$ cat config.mk
export PLATFORM = sky130hd
export DESIGN_NAME = otg_port_line_ctrl
export DESIGN_NICKNAME = d
export VERILOG_FILES = /design/src/otg_ctrl_pkg.sv /design/src/otg_port_line_ctrl.sv
export SDC_FILE = /design/constraint.sdc
export NUM_CORES = 1
export LEC_CHECK = 0
export ABC_AREA = 1
export BUFFER_PORTS_ARGS = -buffer_cell sky130_fd_sc_hd__buf_4
export CAP_MARGIN = 40
export CORE_MARGIN = 5
export CORE_UTILIZATION = 46
export DETAILED_ROUTE_END_ITERATION = 12
export PLACE_DENSITY = 0.8
export SYNTH_ARGS = -nofsm -noshare
export SYNTH_HDL_FRONTEND = slang
export SYNTH_SLANG_ARGS = --single-unit
$ cat constraint.sdc
create_clock -name aclk -period 4.2 [get_ports aclk]
set_input_delay 1.26 -clock aclk [delete_from_list [all_inputs] [get_ports aclk]]
set_output_delay 1.26 -clock aclk [all_outputs]
set_load 0.02 [all_outputs]
$ cat src/otg_ctrl_pkg.sv
package otg_ctrl_pkg;

    // ------------------------------------------------------------------
    // Bus geometry
    // ------------------------------------------------------------------
    localparam int ADDR_W = 12;
    localparam int DATA_W = 32;
    localparam int REG_W  = 16;

    // ------------------------------------------------------------------
    // Register indices and byte addresses (byte address = 4 * index)
    // ------------------------------------------------------------------
    localparam logic [ADDR_W-1:0] CTRL_IDX    = 12'h062;
    localparam logic [ADDR_W-1:0] STATUS_IDX  = 12'h067;
    localparam logic [ADDR_W-1:0] CTRL_ADDR   = ADDR_W'(CTRL_IDX * 4);
    localparam logic [ADDR_W-1:0] STATUS_ADDR = ADDR_W'(STATUS_IDX * 4);

    // ------------------------------------------------------------------
    // Control word fields
    // ------------------------------------------------------------------
    localparam int BIT_DRIVE     = 0;
    localparam int BIT_CHARGE    = 1;
    localparam int BIT_DISCHARGE = 2;
    localparam int BIT_SRC_EXT   = 3;
    localparam int BIT_LOCAL_CONNECT  = 4;
    localparam int BIT_AUTO_PU   = 5;
    localparam int BIT_DP_PD     = 6;
    localparam int BIT_DM_PD     = 7;

    localparam logic [REG_W-1:0] CTRL_RESET = 16'h01c0;
    localparam logic [REG_W-1:0] CTRL_MASK  = 16'h0fff;

    // ------------------------------------------------------------------
    // Status word fields
    // ------------------------------------------------------------------
    localparam int ST_DP_PULLUP   = 0;
    localparam int ST_AUTO_HELD   = 1;
    localparam int ST_REMOTE_DISC = 2;
    localparam int ST_VBUS_DRIVEN = 3;

    // ------------------------------------------------------------------
    // AXI responses
    // ------------------------------------------------------------------
    localparam logic [1:0] RESP_OKAY   = 2'h0;
    localparam logic [1:0] RESP_DECERR = 2'h3;

    // Write channel state, Gray along idle -> one half -> response
    typedef enum logic [1:0] {
        WR_IDLE     = 2'h0,
        WR_GOT_ADDR = 2'h1,
        WR_RESP     = 2'h3,
        WR_GOT_DATA = 2'h2
    } wr_state_e;

endpackage

$ cat src/otg_port_line_ctrl.sv
`timescale 1ns/1ps
// What this block does
// - Control bit 6 attaches the DP pull-down when set and removes it when clear.
// - With control bit 5 set, a remote disconnect turns the DP pull-up on by itself.
// - With control bit 5 clear, the DP pull-up follows only the local connect bit.
// - Control bit 4 attaches the DP pull-up when set and detaches it when clear, unless the bit 5 disconnect latch holds it on.
// - Control bit 3 picks the VBUS source: clear is the charge pump, set is external 5 V.
// - With the external source picked, the low-active port-1 power switch pin is the inverse of the drive bit.
// - Control bit 2 connects the VBUS discharge pull-down while set.
// - Control bit 1 charges VBUS through a resistor while set.
// - Control bit 0 lets the chosen source drive VBUS while set.
// - The status register is read only; writes to it change nothing.

module otg_port_line_ctrl (
    // Clock, reset, enable
    input  wire logic                              aclk,
    input  wire logic                              aresetn,
    input  wire logic                              ce,
    // AXI4-Lite write address
    input  wire logic [otg_ctrl_pkg::ADDR_W-1:0]   s_axi_awaddr,
    input  wire logic [2:0]                        s_axi_awprot,
    input  wire logic                              s_axi_awvalid,
    output logic                                   s_axi_awready,
    // AXI4-Lite write data
    input  wire logic [otg_ctrl_pkg::DATA_W-1:0]   s_axi_wdata,
    input  wire logic [3:0]                        s_axi_wstrb,
    input  wire logic                              s_axi_wvalid,
    output logic                                   s_axi_wready,
    // AXI4-Lite write response
    output logic [1:0]                             s_axi_bresp,
    output logic                                   s_axi_bvalid,
    input  wire logic                              s_axi_bready,
    // AXI4-Lite read address
    input  wire logic [otg_ctrl_pkg::ADDR_W-1:0]   s_axi_araddr,
    input  wire logic [2:0]                        s_axi_arprot,
    input  wire logic                              s_axi_arvalid,
    output logic                                   s_axi_arready,
    // AXI4-Lite read data
    output logic [otg_ctrl_pkg::DATA_W-1:0]        s_axi_rdata,
    output logic [1:0]                             s_axi_rresp,
    output logic                                   s_axi_rvalid,
    input  wire logic                              s_axi_rready,
    // Line side event from the transceiver
    input  wire logic                              remote_disconnect,
    // Analog control outputs
    output logic                                   dp_pulldown_attach,
    output logic                                   dm_pulldown_attach,
    output logic                                   dp_pullup_attach,
    output logic                                   vbus_source_select,
    output logic                                   charge_pump_enable,
    output logic                                   port1_power_switch_n,
    output logic                                   vbus_discharge_enable,
    output logic                                   vbus_charge_enable,
    output logic                                   vbus_drive_enable
);
    import otg_ctrl_pkg::*;

    // ------------------------------------------------------------------
    // State
    // ------------------------------------------------------------------
    typedef struct packed {
        // Write channel
        wr_state_e         wr_state;
        logic [ADDR_W-1:0] waddr;
        logic [REG_W-1:0]  wdata;
        logic [1:0]        wstrb;
        logic              awready;
        logic              wready;
        logic              bvalid;
        logic [1:0]        bresp;

        // Read channel
        logic              arready;
        logic              rvalid;
        logic [DATA_W-1:0] rdata;
        logic [1:0]        rresp;

        // Control word and the disconnect latch
        logic [REG_W-1:0]  ctrl;
        logic              auto_held;

        // Line outputs, one flop each
        logic              dp_pd;
        logic              dm_pd;
        logic              dp_pu;
        logic              src_ext;
        logic              pump_en;
        logic              psw_n;
        logic              dischg;
        logic              chg;
        logic              drive;
    } state_s;

    state_s st_q;
    state_s st_d;

    // Handshakes seen this cycle, from the registered readies only
    logic              aw_hs;
    logic              w_hs;

    // Write that lands this cycle: address, data and byte lanes
    logic              do_write;
    logic [ADDR_W-1:0] wa;
    logic [REG_W-1:0]  wd;
    logic [1:0]        ws;

    // Read-back word and the merged control word
    logic [REG_W-1:0]  status_word;
    logic [REG_W-1:0]  merged;

    // ------------------------------------------------------------------
    // Next state
    // ------------------------------------------------------------------
    always_comb begin
        st_d        = st_q;
        aw_hs       = s_axi_awvalid & st_q.awready;
        w_hs        = s_axi_wvalid & st_q.wready;
        do_write    = 1'b0;
        wa          = st_q.waddr;
        wd          = st_q.wdata;
        ws          = st_q.wstrb;
        merged      = st_q.ctrl;

        // --------------------------------------------------------------
        // Status word
        // --------------------------------------------------------------
        // Bit 0 pull-up output, bit 1 auto latch, bit 2 live disconnect
        // level, bit 3 drive bit; the rest reads zero
        status_word = '0;
        status_word[ST_DP_PULLUP]   = st_q.dp_pu;
        status_word[ST_AUTO_HELD]   = st_q.auto_held;
        status_word[ST_REMOTE_DISC] = remote_disconnect;
        status_word[ST_VBUS_DRIVEN] = st_q.drive;

        // Low enable: every field keeps its value, bus handshakes included
        if (ce) begin
            // ----------------------------------------------------------
            // Write channel
            // ----------------------------------------------------------
            // Address and data are taken in either order; a half that
            // arrives alone is parked until the other one comes
            case (st_q.wr_state)
                WR_IDLE: begin
                    // Both halves together: the write lands at once
                    if (aw_hs && w_hs) begin
                        wa       = s_axi_awaddr;
                        wd       = s_axi_wdata[REG_W-1:0];
                        ws       = s_axi_wstrb[1:0];
                        do_write = 1'b1;
                        st_d.wr_state = WR_RESP;
                    end else if (aw_hs) begin
                        st_d.waddr    = s_axi_awaddr;
                        st_d.wr_state = WR_GOT_ADDR;
                    end else if (w_hs) begin
                        st_d.wdata    = s_axi_wdata[REG_W-1:0];
                        st_d.wstrb    = s_axi_wstrb[1:0];
                        st_d.wr_state = WR_GOT_DATA;
                    end
                end
                WR_GOT_ADDR: begin
                    // Address parked, data still owed
                    if (w_hs) begin
                        wd       = s_axi_wdata[REG_W-1:0];
                        ws       = s_axi_wstrb[1:0];
                        do_write = 1'b1;
                        st_d.wr_state = WR_RESP;
                    end
                end
                WR_GOT_DATA: begin
                    // Data parked, address still owed
                    if (aw_hs) begin
                        wa       = s_axi_awaddr;
                        do_write = 1'b1;
                        st_d.wr_state = WR_RESP;
                    end
                end
                WR_RESP: begin
                    // Response stands until the master takes it
                    if (s_axi_bready) begin
                        st_d.bvalid   = 1'b0;
                        st_d.wr_state = WR_IDLE;
                    end
                end
                default: begin
                    // All four codes are used; an unknown (X) state falls back to idle
                    st_d.wr_state = WR_IDLE;
                end
            endcase

            // ----------------------------------------------------------
            // Register update
            // ----------------------------------------------------------
            // Status writes are answered OKAY and dropped, so a driver that
            // sweeps the map cannot disturb the line outputs
            if (do_write) begin
                st_d.bvalid = 1'b1;
                if (wa == CTRL_ADDR) begin
                    // Lane 0 is the low byte, lane 1 the high byte; the
                    // mask keeps the reserved top bits at zero
                    if (ws[0]) begin
                        merged[7:0] = wd[7:0];
                    end
                    if (ws[1]) begin
                        merged[15:8] = wd[15:8];
                    end
                    st_d.ctrl  = merged & CTRL_MASK;
                    st_d.bresp = RESP_OKAY;
                end else if (wa == STATUS_ADDR) begin
                    st_d.bresp = RESP_OKAY;
                end else begin
                    st_d.bresp = RESP_DECERR;
                end
            end

            // ----------------------------------------------------------
            // Readies
            // ----------------------------------------------------------
            // Registered, so a half already taken is refused until the
            // response has gone; this costs one idle cycle between writes
            st_d.awready = (st_d.wr_state == WR_IDLE) || (st_d.wr_state == WR_GOT_DATA);
            st_d.wready  = (st_d.wr_state == WR_IDLE) || (st_d.wr_state == WR_GOT_ADDR);

            // ----------------------------------------------------------
            // Read channel
            // ----------------------------------------------------------
            // One read at a time; a read taken on the edge of a write sees
            // the control word as it stood before that edge
            if (st_q.rvalid) begin
                // Answer stands until the master takes it
                if (s_axi_rready) begin
                    st_d.rvalid  = 1'b0;
                    st_d.arready = 1'b1;
                end
            end else if (s_axi_arvalid && st_q.arready) begin
                st_d.rvalid  = 1'b1;
                st_d.arready = 1'b0;
                st_d.rdata   = '0;
                st_d.rresp   = RESP_OKAY;
                if (s_axi_araddr == CTRL_ADDR) begin
                    st_d.rdata[REG_W-1:0] = st_q.ctrl;
                end else if (s_axi_araddr == STATUS_ADDR) begin
                    st_d.rdata[REG_W-1:0] = status_word;
                end else begin
                    // Unmapped: zero data and a decode error
                    st_d.rresp = RESP_DECERR;
                end
            end

            // ----------------------------------------------------------
            // Automatic pull-up on disconnect
            // ----------------------------------------------------------
            // Armed by bit 5; clearing bit 5 drops the latch on that same
            // edge, so the pull-up goes straight back to the connect bit
            if (!st_d.ctrl[BIT_AUTO_PU]) begin
                st_d.auto_held = 1'b0;
            end else if (remote_disconnect) begin
                st_d.auto_held = 1'b1;
            end

            // ----------------------------------------------------------
            // Line outputs
            // ----------------------------------------------------------
            // They follow the next control value, so they settle on the
            // same edge as the register itself. The A or B role is not
            // known here: bits meant for one role are not policed
            st_d.dp_pd   = st_d.ctrl[BIT_DP_PD];
            st_d.dm_pd   = st_d.ctrl[BIT_DM_PD];
            st_d.dp_pu   = st_d.ctrl[BIT_LOCAL_CONNECT] | st_d.auto_held;
            st_d.src_ext = st_d.ctrl[BIT_SRC_EXT];
            st_d.drive   = st_d.ctrl[BIT_DRIVE];
            // Pump runs only when driving from the internal source
            st_d.pump_en = st_d.ctrl[BIT_DRIVE] & ~st_d.ctrl[BIT_SRC_EXT];
            // Switch pin is low-active; only the external path uses it
            st_d.psw_n   = ~(st_d.ctrl[BIT_DRIVE] & st_d.ctrl[BIT_SRC_EXT]);
            st_d.dischg  = st_d.ctrl[BIT_DISCHARGE];
            st_d.chg     = st_d.ctrl[BIT_CHARGE];
        end
    end

    // ------------------------------------------------------------------
    // State register
    // ------------------------------------------------------------------
    // A low enable holds off reset too, so a frozen block keeps every bit;
    // line outputs leave reset already matching the reset control word
    always_ff @(posedge aclk) begin
        if (ce) begin
            if (!aresetn) begin
                // Bus idle, every channel ready
                st_q.wr_state  <= WR_IDLE;
                st_q.waddr     <= '0;
                st_q.wdata     <= '0;
                st_q.wstrb     <= '0;
                st_q.awready   <= 1'b1;
                st_q.wready    <= 1'b1;
                st_q.bvalid    <= 1'b0;
                st_q.bresp     <= RESP_OKAY;
                st_q.arready   <= 1'b1;
                st_q.rvalid    <= 1'b0;
                st_q.rdata     <= '0;
                st_q.rresp     <= RESP_OKAY;
                // Control word and its outputs
                st_q.ctrl      <= CTRL_RESET;
                st_q.auto_held <= 1'b0;
                st_q.dp_pd     <= CTRL_RESET[BIT_DP_PD];
                st_q.dm_pd     <= CTRL_RESET[BIT_DM_PD];
                st_q.dp_pu     <= CTRL_RESET[BIT_LOCAL_CONNECT];
                st_q.src_ext   <= CTRL_RESET[BIT_SRC_EXT];
                st_q.pump_en   <= CTRL_RESET[BIT_DRIVE] & ~CTRL_RESET[BIT_SRC_EXT];
                st_q.psw_n     <= ~(CTRL_RESET[BIT_DRIVE] & CTRL_RESET[BIT_SRC_EXT]);
                st_q.dischg    <= CTRL_RESET[BIT_DISCHARGE];
                st_q.chg       <= CTRL_RESET[BIT_CHARGE];
                st_q.drive     <= CTRL_RESET[BIT_DRIVE];
            end else begin
                st_q <= st_d;
            end
        end
    end

    // ------------------------------------------------------------------
    // Outputs, all straight from the state register
    // ------------------------------------------------------------------
    // Bus side
    assign s_axi_awready         = st_q.awready;
    assign s_axi_wready          = st_q.wready;
    assign s_axi_bvalid          = st_q.bvalid;
    assign s_axi_bresp           = st_q.bresp;
    assign s_axi_arready         = st_q.arready;
    assign s_axi_rvalid          = st_q.rvalid;
    assign s_axi_rdata           = st_q.rdata;
    assign s_axi_rresp           = st_q.rresp;

    // Line side
    assign dp_pulldown_attach    = st_q.dp_pd;
    assign dm_pulldown_attach    = st_q.dm_pd;
    assign dp_pullup_attach      = st_q.dp_pu;
    assign vbus_source_select    = st_q.src_ext;
    assign charge_pump_enable    = st_q.pump_en;
    assign port1_power_switch_n  = st_q.psw_n;
    assign vbus_discharge_enable = st_q.dischg;
    assign vbus_charge_enable    = st_q.chg;
    assign vbus_drive_enable     = st_q.drive;

endmodule

==> run summary, run 1 <==
status - finished, final reports clean
CP Launch Type - input pin
clk_lat worst skew - 0.34 ns
post-DR wirelength/cell - 13.13 um
most frequent cell after synthesis - nand2_1
Final Instance Count excl. Fillers - 596
Ys Warns - 0
P_leak - 2.068 nW
period utilization - 69.34%
Clock Path Buffers - 2
r2r endpoint - st_q[18]
Area contributors post-synth - edfxtp_1, nand2_1, buf_4
hold depth - 2
area share of the largest cell type after synthesis - 51.32%
min cycle time layout - 2.912 ns
full die area - 10050 um^2
final setup TNS - 0 ns
EDFF count, synth - 64
Internal - 0.001112 W
Sequential Power Share - 49.0%
Post-Synthesis Cells - 423
final hold vios - 0
FP Rows - 33
Placer Congestion - 0.8068
starting DRC count in detailed routing - 148
# Post-CTS Setup Buffers - 0
final net count - 561
Root Buffer - clkbuf_8
TritonRoute pass-1 iters - 4
core box area - 8093 um^2
number of global-route vias before repair - 2621
Max VDD drop - 0.2053 mV
first-pass GRT wire length - 12100 um
Sw Ratio - 28.28%
total clock sinks - 64
Setup CP Type - in2reg
hold endpoint - st_q[19]
overall power - 0.001551 W
pwr dens - 349.5 nW/um^2
Die H - 100.2 um
post-synthesis cell type count - 35
Syn Area/Cell - 8.853 um^2
worst-path maximum fanout - 21
Initial Utilization - 46.27%
GRT Overall Usage - 15.42%
register area share after synthesis - 51.32%
RSZ-0062 raised after global routing - no
I/O pins - 125
H-Tree Depth - 3
TritonCTS Buffers - 9
worst path buffer plus inverter count - 4
dominant cell type by area after synthesis - edfxtp_1
detailed-route DRC error count - 0
dpl ws - 0.9386 ns
final wirelength - 7828 um
clock skew - 0.008325 ns
fillers - 703
CTS tree - yes
Post-synth top flop - edfxtp_1
critical path depth - 12
Rel. slew slack - 53.13%
CP Cell Sequence - buf_4 > nand2_4 > inv_2 > nor2_4 > nor3_4 > buf_4 > inv_2 > nor2_1 > nor2_4 > nand4_4 > a21oi_2 > nand3_1
worst r2r path cells - 11
combinational power share - 16.0%
R2R Path Start - s_axi_awready
total number of vias - 2848
# setup viols final - 0
Routed Antenna Nets - 0
Mapped Area - 3745 um^2
kind of cell adding the most delay to the critical path - simple AND/OR/NAND/NOR gates
share of layout cells above drive strength 1 - 27.29%
fraction of registers with async set/reset - 0%
FMAX - 0.3434 GHz
initial antenna violation count - 0
Area Overhead vs Synth - 18.48%
ant diodes - 0
Hold Startpoint - st_q[78]
die width - 100.2 um
GR Overflow Total - 0
placed cells - 580
I/O Buffers - 80
worst endpoint required time - 4.30 ns
sw power - 0.0004385 W
max cap viols - 0
Via density - 4.779
max-slew violations - 0
Critical-path top delay cell - a21oi_2
post-cts sizing count - 0
Hold Path Class - reg2reg
Core Util, Final - 54.82%
hold_buf cts - 0
measured slew at the worst slew-check pin - 0.7023 ns
Critical Path AT - 3.01 ns
CTS clock-pin slew for the worst setup and hold paths - 0.08 ns
hpwl dp - 5789 um
list of most frequent post-synthesis cells - nand2_1, edfxtp_1, inv_1
CP endpoint kind - flop
Worst R2R Setup Slack - 1.71 ns
Crit path largest cell delay - 0.22 ns
final worst-path setup slack - 1.288 ns
largest net degree at the start of global routing - 26
Yosys reg bits - 64
Clk pwr share - 35.0%
## layer usage
layer,GRT usage [%],part of all wire [%],vias to the layer above
li1,-,-,1444
met1,18.58,42,1298
met2,25.84,49,95
met3,3.544,6.9,11
met4,7.668,2.1,0
met5,0,0,-
## final cells by class
class	count	area [um^2]	area share, %
flip-flops and latches	64	1922	43.32
multi-input cells	262	1305	29.41
repair buffers	84	630.6	14.21
inverters	65	244.0	5.499
well taps	105	131.4	2.961
clock buffers	9	123.9	2.792
clock inverters	7	80.08	1.805
## state kept, by name, indices dropped and copies added (netlist names)
name / cells
s_axi_bvalid: 1
s_axi_wready: 1
port1_power_switch_n: 1
s_axi_awready: 1
s_axi_arready: 1
s_axi_rdata: 13
s_axi_rresp: 1
charge_pump_enable: 1
st_q: 41
s_axi_rvalid: 1
s_axi_bresp: 1
dp_pullup_attach: 1
## placed cells by master (no fill, tap or decap), types with 9 or more instances in the layout
cell,n
nand2_1,97
buf_4,84
edfxtp_1,64
inv_1,57
nor2_1,40
nand3_1,25
a21oi_1,20
conb_1,17
clkbuf_8,9
## per-stage QoR
step                hold WS, ns  area (um^2)
floorplan                0.5200         3805
global placement         0.5430         4233
detailed placement       0.5550         4233
CTS                      0.5889         4437
global route             0.6310         4437
finish                   0.5891         4437
## worst max path at each step
| stage | startpoint | end |
|---|---|---|
| 2_1_floorplan | aresetn | st_q[67] |
| 3_3_place_gp | s_axi_awvalid | port1_power_switch_n |
| 3_5_place_dp | s_axi_awvalid | port1_power_switch_n |
| 4_1_cts | s_axi_awvalid | port1_power_switch_n |
| 5_1_grt | s_axi_awvalid | port1_power_switch_n |
| 6_report | s_axi_awvalid | port1_power_switch_n |
## cell families after synthesis
logic type | count (synthesis) | synth area share, %
flip-flops | 64 | 51.32
multiplexers | 6 | 1.604
buffers and inverters | 113 | 15.57
AO/OA/AOI/OAI | 38 | 5.446
AND/OR/NAND/NOR | 201 | 25.96
other | 1 | 0.1001
## power by group through the flow
stage	sequential (W)	combinational [W]	clock [W]
final	0.000759	0.000249	0.000543
after global routing	0.000763	0.000272	0.000582
after CTS	0.000759	0.000249	0.000553
after detailed placement	0.000774	0.000247	0
after global placement	0.000772	0.000240	0
after floorplan	0.000777	0.000173	0
## worst reg2reg max path: cells and delay by family, from the launching register on
| family | cells | cell delay, ns |
|---|---|---|
| AND/OR/NAND/NOR | 8 | 1.10 |
| flip-flops | 1 | 0.59 |
| buffers and inverters | 2 | 0.26 |
| AO/OA/AOI/OAI | 1 | 0.24 |
No activity file was read; power rests on OpenSTA's default activity.
==> inputs of run 2 (changes only) <==
==> constraint.sdc (replaced) <==
create_clock -name aclk -period 2.8 [get_ports aclk]
set_input_delay 0.84 -clock aclk [delete_from_list [all_inputs] [get_ports aclk]]
set_output_delay 0.84 -clock aclk [all_outputs]
set_load 0.02 [all_outputs]
==> run 2 against run 1 <==
Against the previous run:
- die area unchanged
- core utilization is 1.0 points higher
- setup slack worse by 0.88 ns
- register-to-register slack got worse by 1.2 ns
- critical path depth did not move
- clock power is 73% higher
- non-clock buffer count is 5 higher
- critical path type unchanged
- critical endpoint is now st_q[19]
- highest routed layer unchanged
==> run summary, run 2 (synthesis gave the netlist of run 1 again) <==
# setup viols final - 0
I/O pins - 125
CP endpoint kind - flop
min cycle time layout - 2.390 ns
detailed-route DRC error count - 0
Max VDD drop - 0.2582 mV
Hold Startpoint - st_q[19]
TritonCTS Buffers - 9
# Post-CTS Setup Buffers - 0
pwr dens - 544.8 nW/um^2
final net count - 566
worst-path maximum fanout - 10
Final Instance Count excl. Fillers - 601
Die H - 100.2 um
most common cell after layout, fill and taps aside - nand2_1
Setup CP Type - in2reg
status - finished, final reports clean
worst endpoint required time - 2.84 ns
GR Overflow Total - 0
FF/Latch Area - 1922 um^2
worst r2r path cells - 10
CP Launch Type - input pin
final worst-path setup slack - 0.4098 ns
commonest cells after routing, fill and taps aside - nand2_1, buf_4, edfxtp_1, inv_1, nor2_1
Initial Utilization - 46.27%
Critical Path AT - 2.43 ns
Hold Slack - 0.5490 ns
fillers - 692
hold depth - 2
dpl ws - 0.07829 ns
Via density - 4.819
footprint of the multi-input gates - 1305 um^2
placed cells - 585
Root Buffer - clkbuf_8
Routed Antenna Nets - 0
CTS clock-pin slew for the worst setup and hold paths - 0.07 ns
max reg flops - 41
hold_buf cts - 0
r2r endpoint - st_q[19]
H-Tree Depth - 3
R2R Path Start - st_q[97]
largest net degree at the start of global routing - 26
total clock sinks - 64
P_leak - 2.119 nW
full die area - 10050 um^2
placed inst area - 4283 um^2
period utilization - 85.36%
ant diodes - 0
post-cts sizing count - 0
starting DRC count in detailed routing - 199
CP Cell Sequence - buf_4 > nand2_4 > inv_2 > nand2_1 > nor2_1 > nand2_1 > nand2_1 > nor2_1 > nor2_4 > inv_2 > nor3_1 > o21a_1
Clock Path Buffers - 2
number of global-route vias before repair - 2716
FP Rows - 33
Placer Congestion - 0.8114
final wirelength - 7910 um
first-pass GRT wire length - 12510 um
clk_lat worst skew - 0.34 ns
Critical-path top delay cell - o21a_1
CTS tree - yes
hpwl dp - 5924 um
cell area after layout - 4518 um^2
share of layout cells above drive strength 1 - 27.62%
Hold Path Class - reg2reg
FMAX - 0.4184 GHz
most used cell, CP - nand2_1
Crit path largest cell delay - 0.24 ns
initial antenna violation count - 0
final setup TNS - 0 ns
post-DR wirelength/cell - 13.16 um
total number of vias - 2896
final hold vios - 0
max cap viols - 0
clock skew - 0.004868 ns
die width - 100.2 um
RSZ-0062 raised after global routing - no
max-slew violations - 0
core box area - 8093 um^2
hold endpoint - s_axi_rdata[9]
Worst R2R Setup Slack - 0.55 ns
GRT Overall Usage - 15.89%
TritonRoute pass-1 iters - 4
I/O Buffers - 80
Biggest register - st_q
Area Overhead vs Synth - 20.65%
-- run 2: cell types whose count changed in the layout (fill, tap and decap cells not counted) --
cell | before | now
clkbuf_1 | 0 | 1
buf_12 | 0 | 1
clkinv_1 | 0 | 1
inv_6 | 2 | 0
clkinv_4 | 2 | 1
buf_4 | 84 | 88
clkinvlp_4 | 2 | 0
clkinv_2 | 0 | 1
bufinv_16 | 1 | 3
-- run 2: how the worst max path moves through the flow --
stage / to / depth (start not counted) / from / slack, ns
6_report: st_q[19] / 12 / s_axi_awvalid / 0.41
5_1_grt: st_q[19] / 12 / s_axi_awvalid / 0.22
4_1_cts: st_q[19] / 12 / s_axi_awvalid / 0.44
3_5_place_dp: st_q[18] / 12 / s_axi_awvalid / 0.08
3_3_place_gp: st_q[21] / 12 / s_axi_awvalid / 0.13
2_1_floorplan: st_q[67] / 5 / aresetn / 0.34
-- run 2: critical path: cells and delay by family --
family / cells / cell delay [ns]
simple gates: 8 / 0.97
compound gates: 1 / 0.24
buf+inv: 3 / 0.36
-- run 2: power by group --
part,internal [W],switching [W]
Sequential,0.00111,0.0000258
Clock,0.000588,0.000351
Combinational,0.000143,0.000241
Total,0.00184,0.000617
-- run 2: layout make-up --
cell class              count  share of cell area (%)
flip-flops and latches     64                   42.54
multi-input cells         262                   28.88
inverters                  65                   5.400
clock buffers              10                   2.825
clock inverters             6                   2.382
repair buffers             89                   15.07
well taps                 105                   2.908
-- run 2: stage by stage --
| step | power, W | utilization (%) |
|---|---|---|
| floorplan | 0.001426 | - |
| global placement | 0.001527 | 52.92 |
| detailed placement | 0.001540 | 52.92 |
| CTS | 0.002474 | 55.83 |
| global route | 0.002561 | 55.83 |
| finish | 0.002461 | 55.83 |
-- run 2: per-layer routing --
layer | routed length, um | vias to the layer above | global-route usage (%)
met5 | 0 | - | 0
met2 | 4018 | 123 | 27.73
met4 | 139 | 0 | 6.632
li1 | - | 1447 | -
met3 | 682 | 13 | 3.336
met1 | 3070 | 1313 | 18.97
